## src/csp_pkg.sv

```systemverilog
package csp_pkg;

	// Timebase of the block clock.
	localparam int CLK_HZ   = 125_000_000;

	// Serial clock rates selectable by the rate code.
	localparam int RATE0_HZ = 4_000_000;
	localparam int RATE1_HZ = 2_000_000;
	localparam int RATE2_HZ = 1_000_000;
	localparam int RATE3_HZ = 500_000;
	localparam int RATE4_HZ = 250_000;

	// Half serial periods in block clocks, rounded down.
	localparam logic [7:0] HALF0 = 8'(CLK_HZ / (2 * RATE0_HZ));
	localparam logic [7:0] HALF1 = 8'(CLK_HZ / (2 * RATE1_HZ));
	localparam logic [7:0] HALF2 = 8'(CLK_HZ / (2 * RATE2_HZ));
	localparam logic [7:0] HALF3 = 8'(CLK_HZ / (2 * RATE3_HZ));
	localparam logic [7:0] HALF4 = 8'(CLK_HZ / (2 * RATE4_HZ));

	// Parameter limits and codes.
	localparam logic [7:0] MODE_MAX = 8'h03;
	localparam logic [7:0] RATE_MAX = 8'h04;
	localparam logic [7:0] CS_SEL_A = 8'h04;
	localparam logic [7:0] CS_SEL_B = 8'h05;
	localparam logic [7:0] LEN_MAX  = 8'h08;

	// Values after reset.
	localparam logic [7:0] HALF_RST = 8'h0f;
	localparam logic       CPOL_RST = 1'h0;
	localparam logic       CPHA_RST = 1'h0;

	// Response word: ok flag, byte count, data.
	localparam int RESP_W = 69;
	localparam int RESP_DEPTH = 2;

	typedef enum logic [2:0] {
		OP_M_EN    = 3'h0,
		OP_M_DIS   = 3'h1,
		OP_XFER    = 3'h2,
		OP_S_EN    = 3'h3,
		OP_S_DIS   = 3'h4,
		OP_S_READ  = 3'h5,
		OP_S_WRITE = 3'h6
	} csp_op_t;

	typedef enum logic [1:0] {
		ROLE_OFF    = 2'h0,
		ROLE_MASTER = 2'h1,
		ROLE_SLAVE  = 2'h2
	} csp_role_t;

	typedef enum logic [2:0] {
		ST_IDLE  = 3'b001,
		ST_MRUN  = 3'b010,
		ST_SREAD = 3'b100
	} csp_state_t;

endpackage : csp_pkg

```

## src/csp_stream_if.sv

```systemverilog
`timescale 1ns/1ns
interface csp_stream_if #(parameter int W = 8) ();
	logic         valid;
	logic         ready;
	logic [W-1:0] word;
	modport src (output valid, output word, input ready);
	modport snk (input valid, input word, output ready);
endinterface : csp_stream_if

```

## src/csp_buffer.sv

```systemverilog
`timescale 1ns/1ns
module csp_buffer
	import csp_pkg::*;
	#(
	parameter int W     = 8,
	parameter int DEPTH = 2
	) (
	input  wire logic         mclk,
	input  wire logic         rst,
	csp_stream_if.snk         in_s,
	output logic              out_valid,
	input  wire logic         out_ready,
	output logic [W-1:0]      out_word
	);

	localparam int AW = (DEPTH > 1) ? $clog2(DEPTH) : 1;

	logic [W-1:0]  mem      [DEPTH];
	logic [W-1:0]  next_mem [DEPTH];
	logic [AW-1:0] wr_ptr, next_wr_ptr;
	logic [AW-1:0] rd_ptr, next_rd_ptr;
	logic [AW:0]   count,  next_count;
	logic          push, pop;

	// Full and empty follow the entry count exactly.
	assign in_s.ready = (count != (AW+1)'(DEPTH));
	assign out_valid  = (count != '0);
	assign out_word   = mem[rd_ptr];
	assign push       = in_s.valid & in_s.ready;
	assign pop        = out_valid & out_ready;

	// Next pointers, count and storage.
	always_comb begin
		next_mem    = mem;
		next_wr_ptr = wr_ptr;
		next_rd_ptr = rd_ptr;
		next_count  = count;
		if (push) begin
			next_mem[wr_ptr] = in_s.word;
			next_wr_ptr      = (wr_ptr == AW'(DEPTH - 1)) ? '0 : wr_ptr + 1'b1;
		end
		if (pop) begin
			next_rd_ptr = (rd_ptr == AW'(DEPTH - 1)) ? '0 : rd_ptr + 1'b1;
		end
		if (push && !pop) begin
			next_count = count + 1'b1;
		end else if (pop && !push) begin
			next_count = count - 1'b1;
		end
	end

	// Registers of the buffer.
	always_ff @(posedge mclk or posedge rst) begin
		if (rst) begin
			for (int i = 0; i < DEPTH; i++) begin
				mem[i] <= '0;
			end
			wr_ptr <= '0;
			rd_ptr <= '0;
			count  <= '0;
		end else begin
			mem    <= next_mem;
			wr_ptr <= next_wr_ptr;
			rd_ptr <= next_rd_ptr;
			count  <= next_count;
		end
	end

endmodule : csp_buffer

```

## src/csp_top.sv

```systemverilog
`timescale 1ns/1ns
// Overview of operation
// - Mode code 0..3 sets CPOL/CPHA as 00, 01, 10, 11.
// - Rate code 0..4 selects 4M, 2M, 1M, 500k, 250k serial clock.
// - Master chip select drives pin A for code 04, pin B for 05.
// - Master enable takes mode, rate, select and makes the block master.
// - Master disable carries a select code; valid turns off, invalid errors.
// - Master transfer shifts up to eight bytes and returns the bytes received.
// - Slave enable takes mode and rate and makes the block slave.
// - In slave role pin B is the chip select input from the master.
// - Slave read collects the given byte count from the master and returns it.
// - Slave write loads up to eight bytes for the master to clock out.
// - Each command answers success, or error on a bad parameter or, for transfer, slave read and slave write, the wrong role.
// - Slave disable leaves slave role and answers success.
module csp_top
	import csp_pkg::*;
	(
	input  wire logic        mclk,
	input  wire logic        rst,
	input  wire logic        cmd_valid,
	output logic             cmd_ready,
	input  wire csp_op_t     cmd_op,
	input  wire logic [7:0]  cmd_mode,
	input  wire logic [7:0]  cmd_rate,
	input  wire logic [7:0]  cmd_cs_sel,
	input  wire logic [7:0]  cmd_len,
	input  wire logic [63:0] cmd_data,
	output logic             resp_valid,
	input  wire logic        resp_ready,
	output logic             resp_ok,
	output logic [3:0]       resp_len,
	output logic [63:0]      resp_data,
	output logic             role_master,
	output logic             role_slave,
	input  wire logic        sclk_i,
	output logic             sclk_o,
	output logic             sclk_oe,
	input  wire logic        mosi_i,
	output logic             mosi_o,
	output logic             mosi_oe,
	input  wire logic        miso_i,
	output logic             miso_o,
	output logic             miso_oe,
	output logic             cs_a_n_o,
	output logic             cs_a_oe,
	input  wire logic        cs_b_n_i,
	output logic             cs_b_n_o,
	output logic             cs_b_oe
	);

	csp_stream_if #(.W(RESP_W)) rs ();

	csp_role_t   role,     next_role;
	csp_state_t  state,    next_state;
	logic        cpol,     next_cpol;
	logic        cpha,     next_cpha;
	logic [7:0]  half_lim, next_half_lim;
	logic        sel_b,    next_sel_b;
	logic [7:0]  div_cnt,  next_div_cnt;
	logic [7:0]  edge_cnt, next_edge_cnt;
	logic [6:0]  bit_cnt,  next_bit_cnt;
	logic [6:0]  bit_lim,  next_bit_lim;
	logic        sclk_lvl, next_sclk_lvl;
	logic        first,    next_first;
	logic        csa_n,    next_csa_n;
	logic        csb_n,    next_csb_n;
	logic [63:0] tx,       next_tx;
	logic [63:0] rx,       next_rx;
	logic        push,     next_push;
	logic        rsp_ok,   next_rsp_ok;
	logic [3:0]  rsp_len,  next_rsp_len;
	logic [63:0] rsp_data, next_rsp_data;
	logic        sclk_s1, sclk_s2, sclk_s3, cs_s1, cs_s2, mosi_s1, mosi_s2, miso_s1, miso_s2;
	logic        accept, mode_ok, rate_ok, sel_ok, len_ok, tick, m_edge, m_end;
	logic        lead, trail, sample, shift, rx_in;
	logic [7:0]  rate_half;

	// Checks of the command parameters.
	assign mode_ok = (cmd_mode <= MODE_MAX);
	assign rate_ok = (cmd_rate <= RATE_MAX);
	assign sel_ok  = (cmd_cs_sel == CS_SEL_A) || (cmd_cs_sel == CS_SEL_B);
	assign len_ok  = (cmd_len != 8'h00) && (cmd_len <= LEN_MAX);
	assign accept  = cmd_valid & cmd_ready;

	// Commands are taken only when idle and a response slot is free.
	assign cmd_ready = (state == ST_IDLE) & rs.ready & ~push;

	// Rate code to half serial period.
	always_comb begin
		case (cmd_rate[2:0])
			3'h0:    rate_half = HALF0;
			3'h1:    rate_half = HALF1;
			3'h2:    rate_half = HALF2;
			3'h3:    rate_half = HALF3;
			default: rate_half = HALF4;
		endcase
	end

	// Serial clock edges: generated in master role, detected in slave role.
	assign tick   = (state == ST_MRUN) && (div_cnt == half_lim - 8'h01);
	assign m_edge = tick && (edge_cnt < {bit_lim, 1'b0});
	assign m_end  = tick && (edge_cnt == {bit_lim, 1'b0});
	assign lead   = (m_edge & ~edge_cnt[0]) |
		((role == ROLE_SLAVE) & ~cs_s2 & (sclk_s2 != sclk_s3) & (sclk_s2 != cpol));
	assign trail  = (m_edge & edge_cnt[0]) |
		((role == ROLE_SLAVE) & ~cs_s2 & (sclk_s2 != sclk_s3) & (sclk_s2 == cpol));
	assign sample = cpha ? trail : lead;
	assign shift  = cpha ? (lead & ~first) : trail;
	assign rx_in  = (role == ROLE_MASTER) ? miso_s2 : mosi_s2;

	// Command decode, shifting and response build.
	always_comb begin
		next_role     = role;
		next_state    = state;
		next_cpol     = cpol;
		next_cpha     = cpha;
		next_half_lim = half_lim;
		next_sel_b    = sel_b;
		next_div_cnt  = div_cnt;
		next_edge_cnt = edge_cnt;
		next_bit_cnt  = bit_cnt;
		next_bit_lim  = bit_lim;
		next_sclk_lvl = sclk_lvl;
		next_first    = first;
		next_csa_n    = csa_n;
		next_csb_n    = csb_n;
		next_tx       = tx;
		next_rx       = rx;
		next_push     = 1'b0;
		next_rsp_ok   = rsp_ok;
		next_rsp_len  = rsp_len;
		next_rsp_data = rsp_data;
		if (sample) begin
			next_rx      = {rx[62:0], rx_in};
			next_bit_cnt = bit_cnt + 7'h01;
		end
		if (shift) begin
			next_tx = {tx[62:0], 1'b0};
		end
		if (lead) begin
			next_first = 1'b0;
		end
		if ((role == ROLE_SLAVE) && cs_s2) begin
			next_first = 1'b1;
		end
		case (state)
			ST_IDLE: begin
				if (accept) begin
					next_push     = 1'b1;
					next_rsp_ok   = 1'b1;
					next_rsp_len  = 4'h0;
					next_rsp_data = 64'h0;
					case (cmd_op)
						OP_M_EN: begin
							if (mode_ok && rate_ok && sel_ok) begin
								next_role     = ROLE_MASTER;
								next_cpol     = cmd_mode[1];
								next_cpha     = cmd_mode[0];
								next_sclk_lvl = cmd_mode[1];
								next_half_lim = rate_half;
								next_sel_b    = (cmd_cs_sel == CS_SEL_B);
							end else begin
								next_rsp_ok = 1'b0;
							end
						end
						OP_M_DIS: begin
							if (sel_ok) begin
								next_role = ROLE_OFF;
							end else begin
								next_rsp_ok = 1'b0;
							end
						end
						OP_XFER: begin
							if ((role == ROLE_MASTER) && sel_ok && len_ok) begin
								next_push     = 1'b0;
								next_state    = ST_MRUN;
								next_sel_b    = (cmd_cs_sel == CS_SEL_B);
								next_csa_n    = (cmd_cs_sel == CS_SEL_B);
								next_csb_n    = (cmd_cs_sel == CS_SEL_A);
								next_tx       = cmd_data;
								next_rx       = 64'h0;
								next_bit_cnt  = 7'h00;
								next_bit_lim  = {cmd_len[3:0], 3'h0};
								next_rsp_len  = cmd_len[3:0];
								next_div_cnt  = 8'h00;
								next_edge_cnt = 8'h00;
								next_first    = 1'b1;
							end else begin
								next_rsp_ok = 1'b0;
							end
						end
						OP_S_EN: begin
							if (mode_ok && rate_ok) begin
								next_role     = ROLE_SLAVE;
								next_cpol     = cmd_mode[1];
								next_cpha     = cmd_mode[0];
								next_sclk_lvl = cmd_mode[1];
								next_half_lim = rate_half;
							end else begin
								next_rsp_ok = 1'b0;
							end
						end
						OP_S_DIS: begin
							if (role == ROLE_SLAVE) begin
								next_role = ROLE_OFF;
							end
						end
						OP_S_READ: begin
							if ((role == ROLE_SLAVE) && len_ok) begin
								next_push    = 1'b0;
								next_state   = ST_SREAD;
								next_rx      = 64'h0;
								next_bit_cnt = 7'h00;
								next_bit_lim = {cmd_len[3:0], 3'h0};
								next_rsp_len = cmd_len[3:0];
							end else begin
								next_rsp_ok = 1'b0;
							end
						end
						OP_S_WRITE: begin
							if ((role == ROLE_SLAVE) && len_ok) begin
								next_tx = cmd_data;
							end else begin
								next_rsp_ok = 1'b0;
							end
						end
						default: begin
							next_rsp_ok = 1'b0;
						end
					endcase
				end
			end
			ST_MRUN: begin
				next_div_cnt = tick ? 8'h00 : div_cnt + 8'h01;
				if (tick) begin
					next_edge_cnt = edge_cnt + 8'h01;
				end
				if (m_edge) begin
					next_sclk_lvl = ~sclk_lvl;
				end
				if (m_end) begin
					next_state    = ST_IDLE;
					next_csa_n    = 1'b1;
					next_csb_n    = 1'b1;
					next_sclk_lvl = cpol;
					next_push     = 1'b1;
					next_rsp_data = rx;
				end
			end
			ST_SREAD: begin
				if (bit_cnt == bit_lim) begin
					next_state    = ST_IDLE;
					next_push     = 1'b1;
					next_rsp_data = rx;
				end
			end
			default: begin
				next_state = ST_IDLE;
			end
		endcase
	end

	// State registers and input synchronisers.
	always_ff @(posedge mclk or posedge rst) begin
		if (rst) begin
			role     <= ROLE_OFF;
			state    <= ST_IDLE;
			cpol     <= CPOL_RST;
			cpha     <= CPHA_RST;
			half_lim <= HALF_RST;
			sel_b    <= 1'b0;
			div_cnt  <= 8'h00;
			edge_cnt <= 8'h00;
			bit_cnt  <= 7'h00;
			bit_lim  <= 7'h00;
			sclk_lvl <= CPOL_RST;
			first    <= 1'b1;
			csa_n    <= 1'b1;
			csb_n    <= 1'b1;
			tx       <= 64'h0;
			rx       <= 64'h0;
			push     <= 1'b0;
			rsp_ok   <= 1'b0;
			rsp_len  <= 4'h0;
			rsp_data <= 64'h0;
			{sclk_s1, sclk_s2, sclk_s3} <= 3'h0;
			{cs_s1, cs_s2}              <= 2'h3;
			{mosi_s1, mosi_s2}          <= 2'h0;
			{miso_s1, miso_s2}          <= 2'h0;
		end else begin
			role     <= next_role;
			state    <= next_state;
			cpol     <= next_cpol;
			cpha     <= next_cpha;
			half_lim <= next_half_lim;
			sel_b    <= next_sel_b;
			div_cnt  <= next_div_cnt;
			edge_cnt <= next_edge_cnt;
			bit_cnt  <= next_bit_cnt;
			bit_lim  <= next_bit_lim;
			sclk_lvl <= next_sclk_lvl;
			first    <= next_first;
			csa_n    <= next_csa_n;
			csb_n    <= next_csb_n;
			tx       <= next_tx;
			rx       <= next_rx;
			push     <= next_push;
			rsp_ok   <= next_rsp_ok;
			rsp_len  <= next_rsp_len;
			rsp_data <= next_rsp_data;
			sclk_s1  <= sclk_i;
			sclk_s2  <= sclk_s1;
			sclk_s3  <= sclk_s2;
			cs_s1    <= cs_b_n_i;
			cs_s2    <= cs_s1;
			mosi_s1  <= mosi_i;
			mosi_s2  <= mosi_s1;
			miso_s1  <= miso_i;
			miso_s2  <= miso_s1;
		end
	end

	// Pins: the master drives clock, data out and selects; the slave drives only its data out.
	assign role_master = (role == ROLE_MASTER);
	assign role_slave  = (role == ROLE_SLAVE);
	assign sclk_o      = sclk_lvl;
	assign sclk_oe     = role_master;
	assign mosi_o      = tx[63];
	assign mosi_oe     = role_master;
	assign miso_o      = tx[63];
	assign miso_oe     = role_slave & ~cs_s2;
	assign cs_a_n_o    = csa_n;
	assign cs_a_oe     = role_master;
	assign cs_b_n_o    = csb_n;
	assign cs_b_oe     = role_master;

	// Responses wait in a two-entry buffer until the host takes them.
	assign rs.valid = push;
	assign rs.word  = {rsp_ok, rsp_len, rsp_data};

	csp_buffer #(.W(RESP_W), .DEPTH(RESP_DEPTH)) u_resp (
		.mclk      (mclk),
		.rst       (rst),
		.in_s      (rs),
		.out_valid (resp_valid),
		.out_ready (resp_ready),
		.out_word  ({resp_ok, resp_len, resp_data})
	);
endmodule : csp_top

```

## config.mk

```make
export PLATFORM = sky130hd
export DESIGN_NAME = csp_top
export DESIGN_NICKNAME = d
export VERILOG_FILES = /design/src/csp_pkg.sv /design/src/csp_stream_if.sv /design/src/csp_buffer.sv /design/src/csp_top.sv
export SDC_FILE = /design/constraint.sdc
export NUM_CORES = 1
export LEC_CHECK = 0
export BUFFER_PORTS_ARGS = -buffer_cell sky130_fd_sc_hd__buf_2
export CAP_MARGIN = 20
export CORE_ASPECT_RATIO = 1.25
export CORE_MARGIN = 2
export CORE_UTILIZATION = 40
export CTS_CLUSTER_DIAMETER = 30
export CTS_CLUSTER_SIZE = 40
export DETAILED_ROUTE_END_ITERATION = 16
export SYNTH_ARGS = -nofsm -noshare
export SYNTH_HDL_FRONTEND = slang
export SYNTH_SLANG_ARGS = --single-unit
```

## constraint.sdc

```tcl
create_clock -name mclk -period 13.1 [get_ports mclk]
set_clock_uncertainty 0.1 [all_clocks]
set_input_delay 1.31 -clock mclk [delete_from_list [all_inputs] [get_ports mclk]]
set_output_delay 1.31 -clock mclk [all_outputs]
set_load 0.05 [all_outputs]
```

==> results.md, run 1 <==
- Status: finished clean
- Post-DP HPWL: between 20000 and 30000 um
- Area Growth Syn to Fin: 24.36%
- Leak pwr: between 10 and 15 nW
- Worst-Margin Slew: around 1.1 ns
- Initial DRC Count: 1162
- Via count: about 15000
- H-tree levels: 3
- PD cells: just under 200 nW/um^2
- Worst VDD drop: 0.1357 mV
- #FFs+latches synth: around 390
- Critical path's slowest cell: dfrtp_4
- Synth Area per Inst: slightly above 10 um^2
- Initial antenna violation count: 2
- Fmax achieved: 255.6 MHz
- # rows: roughly 90
- Core area: between 40000 and 50000 um^2
- CTS Hold Bufs: 0
- Number of fill cells: about 4300
- Cells after Synth: between 1500 and 2000
- CTS resizes: 0
- Routed WL: between 40000 and 50000 um
- Max cap viols: 0
- RSZ-0062 raised after global routing: false
- # IOs: 190
- RePlAce Congestion: slightly above 0.8
- # DRC: 0
- Largest net degree at the start of global routing: about 190
- Async SR Flop Fraction: 100.0%
- Hold depth: 0
- Minimum clock period: a little under 4 ns
- Pwr Total: 4.535 mW
- Critical path, cell by cell: mux2_2, buf_2
- Multi-input gate area: about 8400 um^2
- Crit share post-route: 29.86%
- Post-Syn Area: approximately 19000 um^2
- DRT antenna net count: 0
- Required time of the worst setup path: 11.69 ns
- Yosys warns: 0
- Hold Path Class: reg -> reg
- Post-CTS Setup Inserts: 0
- CTS clk-pin slew, worst paths: 0.05 ns
- Reg2reg path depth: 8
- Sequential cell area fraction in the yosys report: a little over half
- CP startpoint kind: flop
- Grt ovf: 0
- Slew margin rel.: about a quarter
- Vias per Instance: roughly 5.4
- GRT Total Usage: 19.30%
- CTS tree: yes
- Global-route wire length before repair: 77120 um
- Crit path kind: reg -> out
- Number of global-route vias before repair: between 10000 and 15000
- Most used DFF post-synth: dfrtp_1
- Die area: between 40000 and 50000 um^2
- 1st-pass router iterations: 5
- Clock Tree Buf Depth: 3
- FF/Latch Area: 9874 um^2
- Number of flops mapped to enable cells by yosys: 0
- Die Y: ~250 um
- CP endpoint kind: primary output
- Diode count: 0
- Setup WS pre-CTS: between 8 and 9 ns
- # clock sinks: between 300 and 400
- Die Wd: 198.8 um
- CP max stage delay: between 1 and 1.5 ns
- Number of buffers inserted during clock tree synthesis: between 80 and 90
- Post-route setup slack: 9.188 ns
- Final hold vios: 0
- Finish-stage setup viols: 0
- Crit-path max FO: 70
- CTS root buffer: clkbuf_16
- Layout cells sized above 1: between 20% and 30%
- Initial Util: between 40% and 50%
- Pins Over Slew Limit: 0
- Nets: between 2000 and 2500
- Worst-Skew Late Latency: about 0.63 ns
- Fin Setup TNS: 0 ns
- Post-synth net total: approximately 2000
- Input/output buffers: 189
- Crit path DAT: about 2.5 ns
- WL per Instance: between 15 and 20 um
- Post-synth cell types: 65
## per-stage QoR
step,utilization [%],instance area [um^2],instances,hold slack (ns)
floorplan,-,18970,1831,0.2312
global placement,43.19,20300,2528,0.2354
detailed placement,43.19,20300,2528,0.2379
finish,50.19,23590,2685,0.2420
global route,50.19,23590,2685,0.2607
CTS,50.15,23570,2684,0.2436
## cell usage in the layout (no fill, tap or decap), types with 7 or more instances in the layout
| cell | netlist | final |
|---|---|---|
| a311oi_1 | 65 | 65 |
| clkinv_2 | 0 | 13 |
| o31ai_1 | 7 | 7 |
| inv_1 | 21 | 20 |
| mux2i_1 | 65 | 65 |
| xnor2_1 | 8 | 8 |
| dfstp_2 | 9 | 9 |
| or3_1 | 66 | 66 |
| or4_1 | 7 | 7 |
| bufinv_16 | 0 | 23 |
| buf_2 | 50 | 189 |
| ha_1 | 10 | 10 |
| nand2_1 | 302 | 301 |
| clkinvlp_4 | 0 | 14 |
| o21ai_0 | 132 | 132 |
| nor3_1 | 8 | 8 |
| nand2b_1 | 8 | 8 |
| a21oi_1 | 87 | 87 |
| dfrtp_1 | 385 | 384 |
| o21ai_1 | 20 | 20 |
| clkbuf_8 | 0 | 8 |
| nand3_1 | 85 | 85 |
| nand4_1 | 7 | 7 |
| buf_4 | 7 | 17 |
| mux2_2 | 212 | 212 |
| nor2_1 | 88 | 86 |
| xor2_1 | 12 | 12 |
| clkbuf_16 | 0 | 84 |
## power by group
group          switching, mW  total [mW]  leakage [nW]  internal (mW)
logic                  0.373       0.612          4.08          0.239
clock network          0.736        2.42          1.55           1.68
registers              0.149        1.50          5.08           1.35
## cells by family (layout without fill, tap and decap cells)
kind of cell / Yosys count / after routing / synth area share (%)
and+or+nand+nor: 610 / 610 / 14.71
DFF: 394 / 394 / 52.04
AOI/OAI and AO/OA: 352 / 352 / 11.70
muxes: 277 / 277 / 16.02
buffers and inverters: 168 / 385 / 3.951
xor gates and xnor gates: 20 / 20 / 0.9236
adders and majority gates: 10 / 10 / 0.6597
## state kept, by name, indices dropped and copies added, names as in the netlist, 7 cells and up
signal      flops
half_lim        7
rx             64
edge_cnt        8
u_resp.mem    138
div_cnt         8
bit_cnt         7
tx             64
rsp_data       64
## final cells by class
class,count,area share [%]
Inverter,21,0.3660
Timing Repair Buffer,208,4.721
Multi-Input combinational cell,1269,35.81
Tap cell,637,3.379
Sequential cell,394,41.86
Clock buffer,95,9.426
Clock inverter,61,4.440
## synth_stat cells (9+ instances only)
cell / instances / share of area, %
a21oi_1: 87 / 2.3
a311oi_1: 65 / 3.0
buf_1: 11 / 0.22
buf_2: 50 / 1.3
clkbuf_1: 75 / 1.5
dfrtp_1: 385 / 51
dfstp_2: 9 / 1.2
ha_1: 10 / 0.66
inv_1: 21 / 0.42
mux2_2: 212 / 13
mux2i_1: 65 / 3.4
nand2_1: 302 / 6.0
nand3_1: 85 / 2.2
nor2_1: 88 / 1.7
o21ai_0: 132 / 3.5
o21ai_1: 20 / 0.53
or3_1: 66 / 2.2
xor2_1: 12 / 0.55
## per-layer routing
metal,wire (um),GRT usage (%),vias up
met5,24,0,-
met4,997,7.265,4
met3,2483,3.982,72
met2,22320,31.09,364
met1,20860,25.68,7255
li1,-,-,6814
## critical path: cells and delay by family, from the launching register on
| kind | cells | cell delay, ns |
|---|---|---|
| flip-flops | 1 | 1.16 |
| multiplexers | 1 | 0.47 |
| buffers and inverters | 1 | 0.22 |
## path summary, 6_finish.rpt
| check | start | endpoint | slack (ns) |
|---|---|---|---|
| max in group asynchronous | rst | u_resp.mem[109] | 10.49 |
| max reg2reg | half_lim[0] | tx[31] | 9.20 |
| min | sclk_s1 | sclk_s2 | 0.24 |
| max | u_resp.rd_ptr | resp_data[60] | 9.19 |
| min in group asynchronous | rst | u_resp.mem[136] | 0.81 |
| min reg2reg | sclk_s1 | sclk_s2 | 0.24 |
No activity file was read; power rests on OpenSTA's default activity.
==> inputs of run 2 (changes only) <==
clock period = 3.5 ns   (was 13.1 ns; I/O delays follow)
==> run 2 against run 1 <==
  * Critical path depth is 7 higher
  * Clock power grew to 3.4 times the previous value
  * First-iteration DRC count is 31% lower
  * Hold slack worse by 0.20 ns
  * Final cell count is 4.4% higher
  * Sequential share of layout area is 1.8 points lower
  * Core utilization is 2.3 points higher
  * Critical path type is now reg -> reg
  * Largest cell class unchanged
==> results.md, run 2 (synthesized netlist as in run 1, its figures left out) <==
- Status: finished clean (unchanged)
- Crit path to: rx[36] (was resp_data[60])
- Finish-stage setup viols: 0 (unchanged)
- # clock sinks: 394 (unchanged)
- Routed WL: 47890 um (was 46690 um)
- Number of buffers inserted during clock tree synthesis: 85 (was 84)
- Number of global-route vias before repair: 15510 (was 14710)
- Pwr Total: 16.40 mW (was 4.535 mW)
- Critical path, cell by cell: inv_1, ha_1, xnor2_1, nor4_1, o211a_1, a41oi_4, buf_4, o21ai_0, a21oi_1 (was mux2_2, buf_2)
- # rows: 89 (unchanged)
- RePlAce Congestion: 0.8565 (was 0.8044)
- Global-route wire length before repair: 78750 um (was 77120 um)
- Nets: 2213 (was 2095)
- Clock Tree Buf Depth: 3 (unchanged)
- CP delay by family, top: compound AO/OA/AOI/OAI gates (was flip-flops)
- Number of fill cells: 4188 (was 4286)
- CTS tree: yes (unchanged)
- CTS root buffer: clkbuf_16 (unchanged)
- Fmax achieved: between 300 and 400 MHz
- Max reg flops: 138 (unchanged)
- Initial Util: 40.36% (unchanged)
- Required time of the worst setup path: 3.93 ns (was 11.69 ns)
- # DRC: 0 (unchanged)
- Post-route setup slack: 0.2203 ns (was 9.188 ns)
- Top reg by flops: u_resp.mem (unchanged)
- Initial antenna violation count: 0 (was 2)
- Slew margin rel.: 39.93% (was 24.69%)
- Post-CTS Setup Inserts: 0 (unchanged)
- Worst VDD drop: 0.4896 mV (was 0.1357 mV)
- Grt ovf: 0 (unchanged)
- Die Wd: 198.8 um (unchanged)
- Critical path's slowest cell: dfstp_2 (was dfrtp_4)
- Diode count: 0 (unchanged)
- Crit share post-route: between 90% and 100%
- Reg2reg start: half_lim[0] (unchanged)
- WHS: 0.04248 ns (was 0.2420 ns)
- R2R Setup Slk: 0.22 ns (was 9.20 ns)
- H-tree levels: 3 (unchanged)
- Post-DP HPWL: 29840 um (was 26700 um)
- PD cells: 665.4 nW/um^2 (was 192.2 nW/um^2)
- GRT Total Usage: 19.81% (was 19.30%)
- Crit-path max FO: 43 (was 70)
- Input/output buffers: 189 (unchanged)
- Initial DRC Count: 805 (was 1162)
- Leak pwr: 11.21 nW (was 10.72 nW)
- Pins Over Slew Limit: 0 (unchanged)
- RSZ-0062 raised after global routing: false (unchanged)
- Setup WS pre-CTS: 0.2643 ns (was 8.741 ns)
- CP max stage delay: 0.55 ns (was 1.16 ns)
- Setup crit start: half_lim[0] (was u_resp.rd_ptr)
- Final hold vios: 0 (unchanged)
- Critical path depth: 9 (was 2)
- Via count: 14970 (was 14510)
- Die Y: 247.5 um (unchanged)
- Core area: 46990 um^2 (unchanged)
- WL per Instance: 17.09 um (was 17.39 um)
- Max cap viols: 0 (unchanged)
- CP endpoint kind: flop (was primary output)
- Die area: 49190 um^2 (unchanged)
- CTS clk-pin slew, worst paths: 0.05 ns (about the same)
- # IOs: 190 (unchanged)
- Reg2reg path depth: 9 (was 8)
- Minimum clock period: 3.280 ns
- Largest net degree at the start of global routing: 73 (was 191)
- 1st-pass router iterations: 5 (unchanged)
- Crit path DAT: 3.71 ns (was 2.50 ns)
- Hold Path Class: in -> reg (was reg -> reg)
- Vias per Instance: 5.343 (was 5.404)
- DRT antenna net count: 0 (unchanged)
- Worst-Skew Late Latency: 0.62 ns (was 0.63 ns)
- Crit path kind: reg -> reg (was reg -> out)
- Commonest non-fill, non-tap cell in the layout: dfrtp_1 (unchanged)
- Layout cells sized above 1: 29.88% (was 29.93%)
- Highest-count cells in the layout ignoring fill and taps: dfrtp_1, nand2_1, mux2_2, buf_2, o21ai_0 (unchanged)
- Area Growth Syn to Fin: 29.98% (was 24.36%)
- FF-to-FF End: rx[36] (was tx[31])
- CP startpoint kind: flop (unchanged)
- Buf/Inv on CP: 2 (was 1)
- Worst-Margin Slew: 0.9010 ns (was 1.130 ns)
## run 2: layer usage
metal,global-route usage [%],routed length (um),share of wire (%),vias up
li1,-,-,-,7046
met1,24.62,20610,43,7459
met2,33.96,23870,50,385
met3,4.063,2397,5.0,80
met4,7.397,1011,2.1,0
met5,0,0,0,-
## run 2: worst min-delay path by stage
stage | start | end | cells past startpoint
final | cmd_data[29] | tx[29] | 3
after CTS | cmd_data[29] | tx[29] | 3
after global routing | cmd_data[29] | tx[29] | 3
after detailed placement | sclk_s1 | sclk_s2 | 0
after global placement | miso_s1 | miso_s2 | 0
after floorplan | miso_s1 | miso_s2 | 0
## run 2: power by group
group	switching, mW	internal, mW
Clock	2.74	5.57
Combinational	1.51	1.02
Sequential	0.492	5.07
Total	4.74	11.7
## run 2: tightest hold or removal path: stages
cell and delay (ns):
buf_2 0.10, nor2_1 0.18, a311oi_1 0.07
## run 2: metrics by stage
step           cell area [um^2]  std cells  utilization, %  TNS [ns]
6_report                  24650       2802           52.46         0
5_1_grt                   24650       2802           52.46         0
4_1_cts                   24650       2802           52.45         0
3_5_place_dp              20820       2565           44.30         0
3_3_place_gp              20800       2564           44.26         0
2_1_floorplan             18970       1831               -   -871.24
## run 2: timing repair
| item | in CTS | in global routing |
|---|---|---|
| endpoints found under the hold margin | 99 | 0 |
| gates resized for setup | 0 | 1 |
| hold buffers | 81 | 0 |
| endpoints found under the setup margin | 0 | 3 |
## run 2: area by class of cell
type / count / area [um^2] / area share, %
Tap cell: 637 / 797.0 / 3.233
Clock inverter: 55 / 711.9 / 2.888
Multi-Input combinational cell: 1269 / 8456 / 34.30
Sequential cell: 394 / 9874 / 40.05
Clock buffer: 101 / 2308 / 9.364
Inverter: 21 / 82.58 / 0.3350
Timing Repair Buffer: 325 / 2424 / 9.830
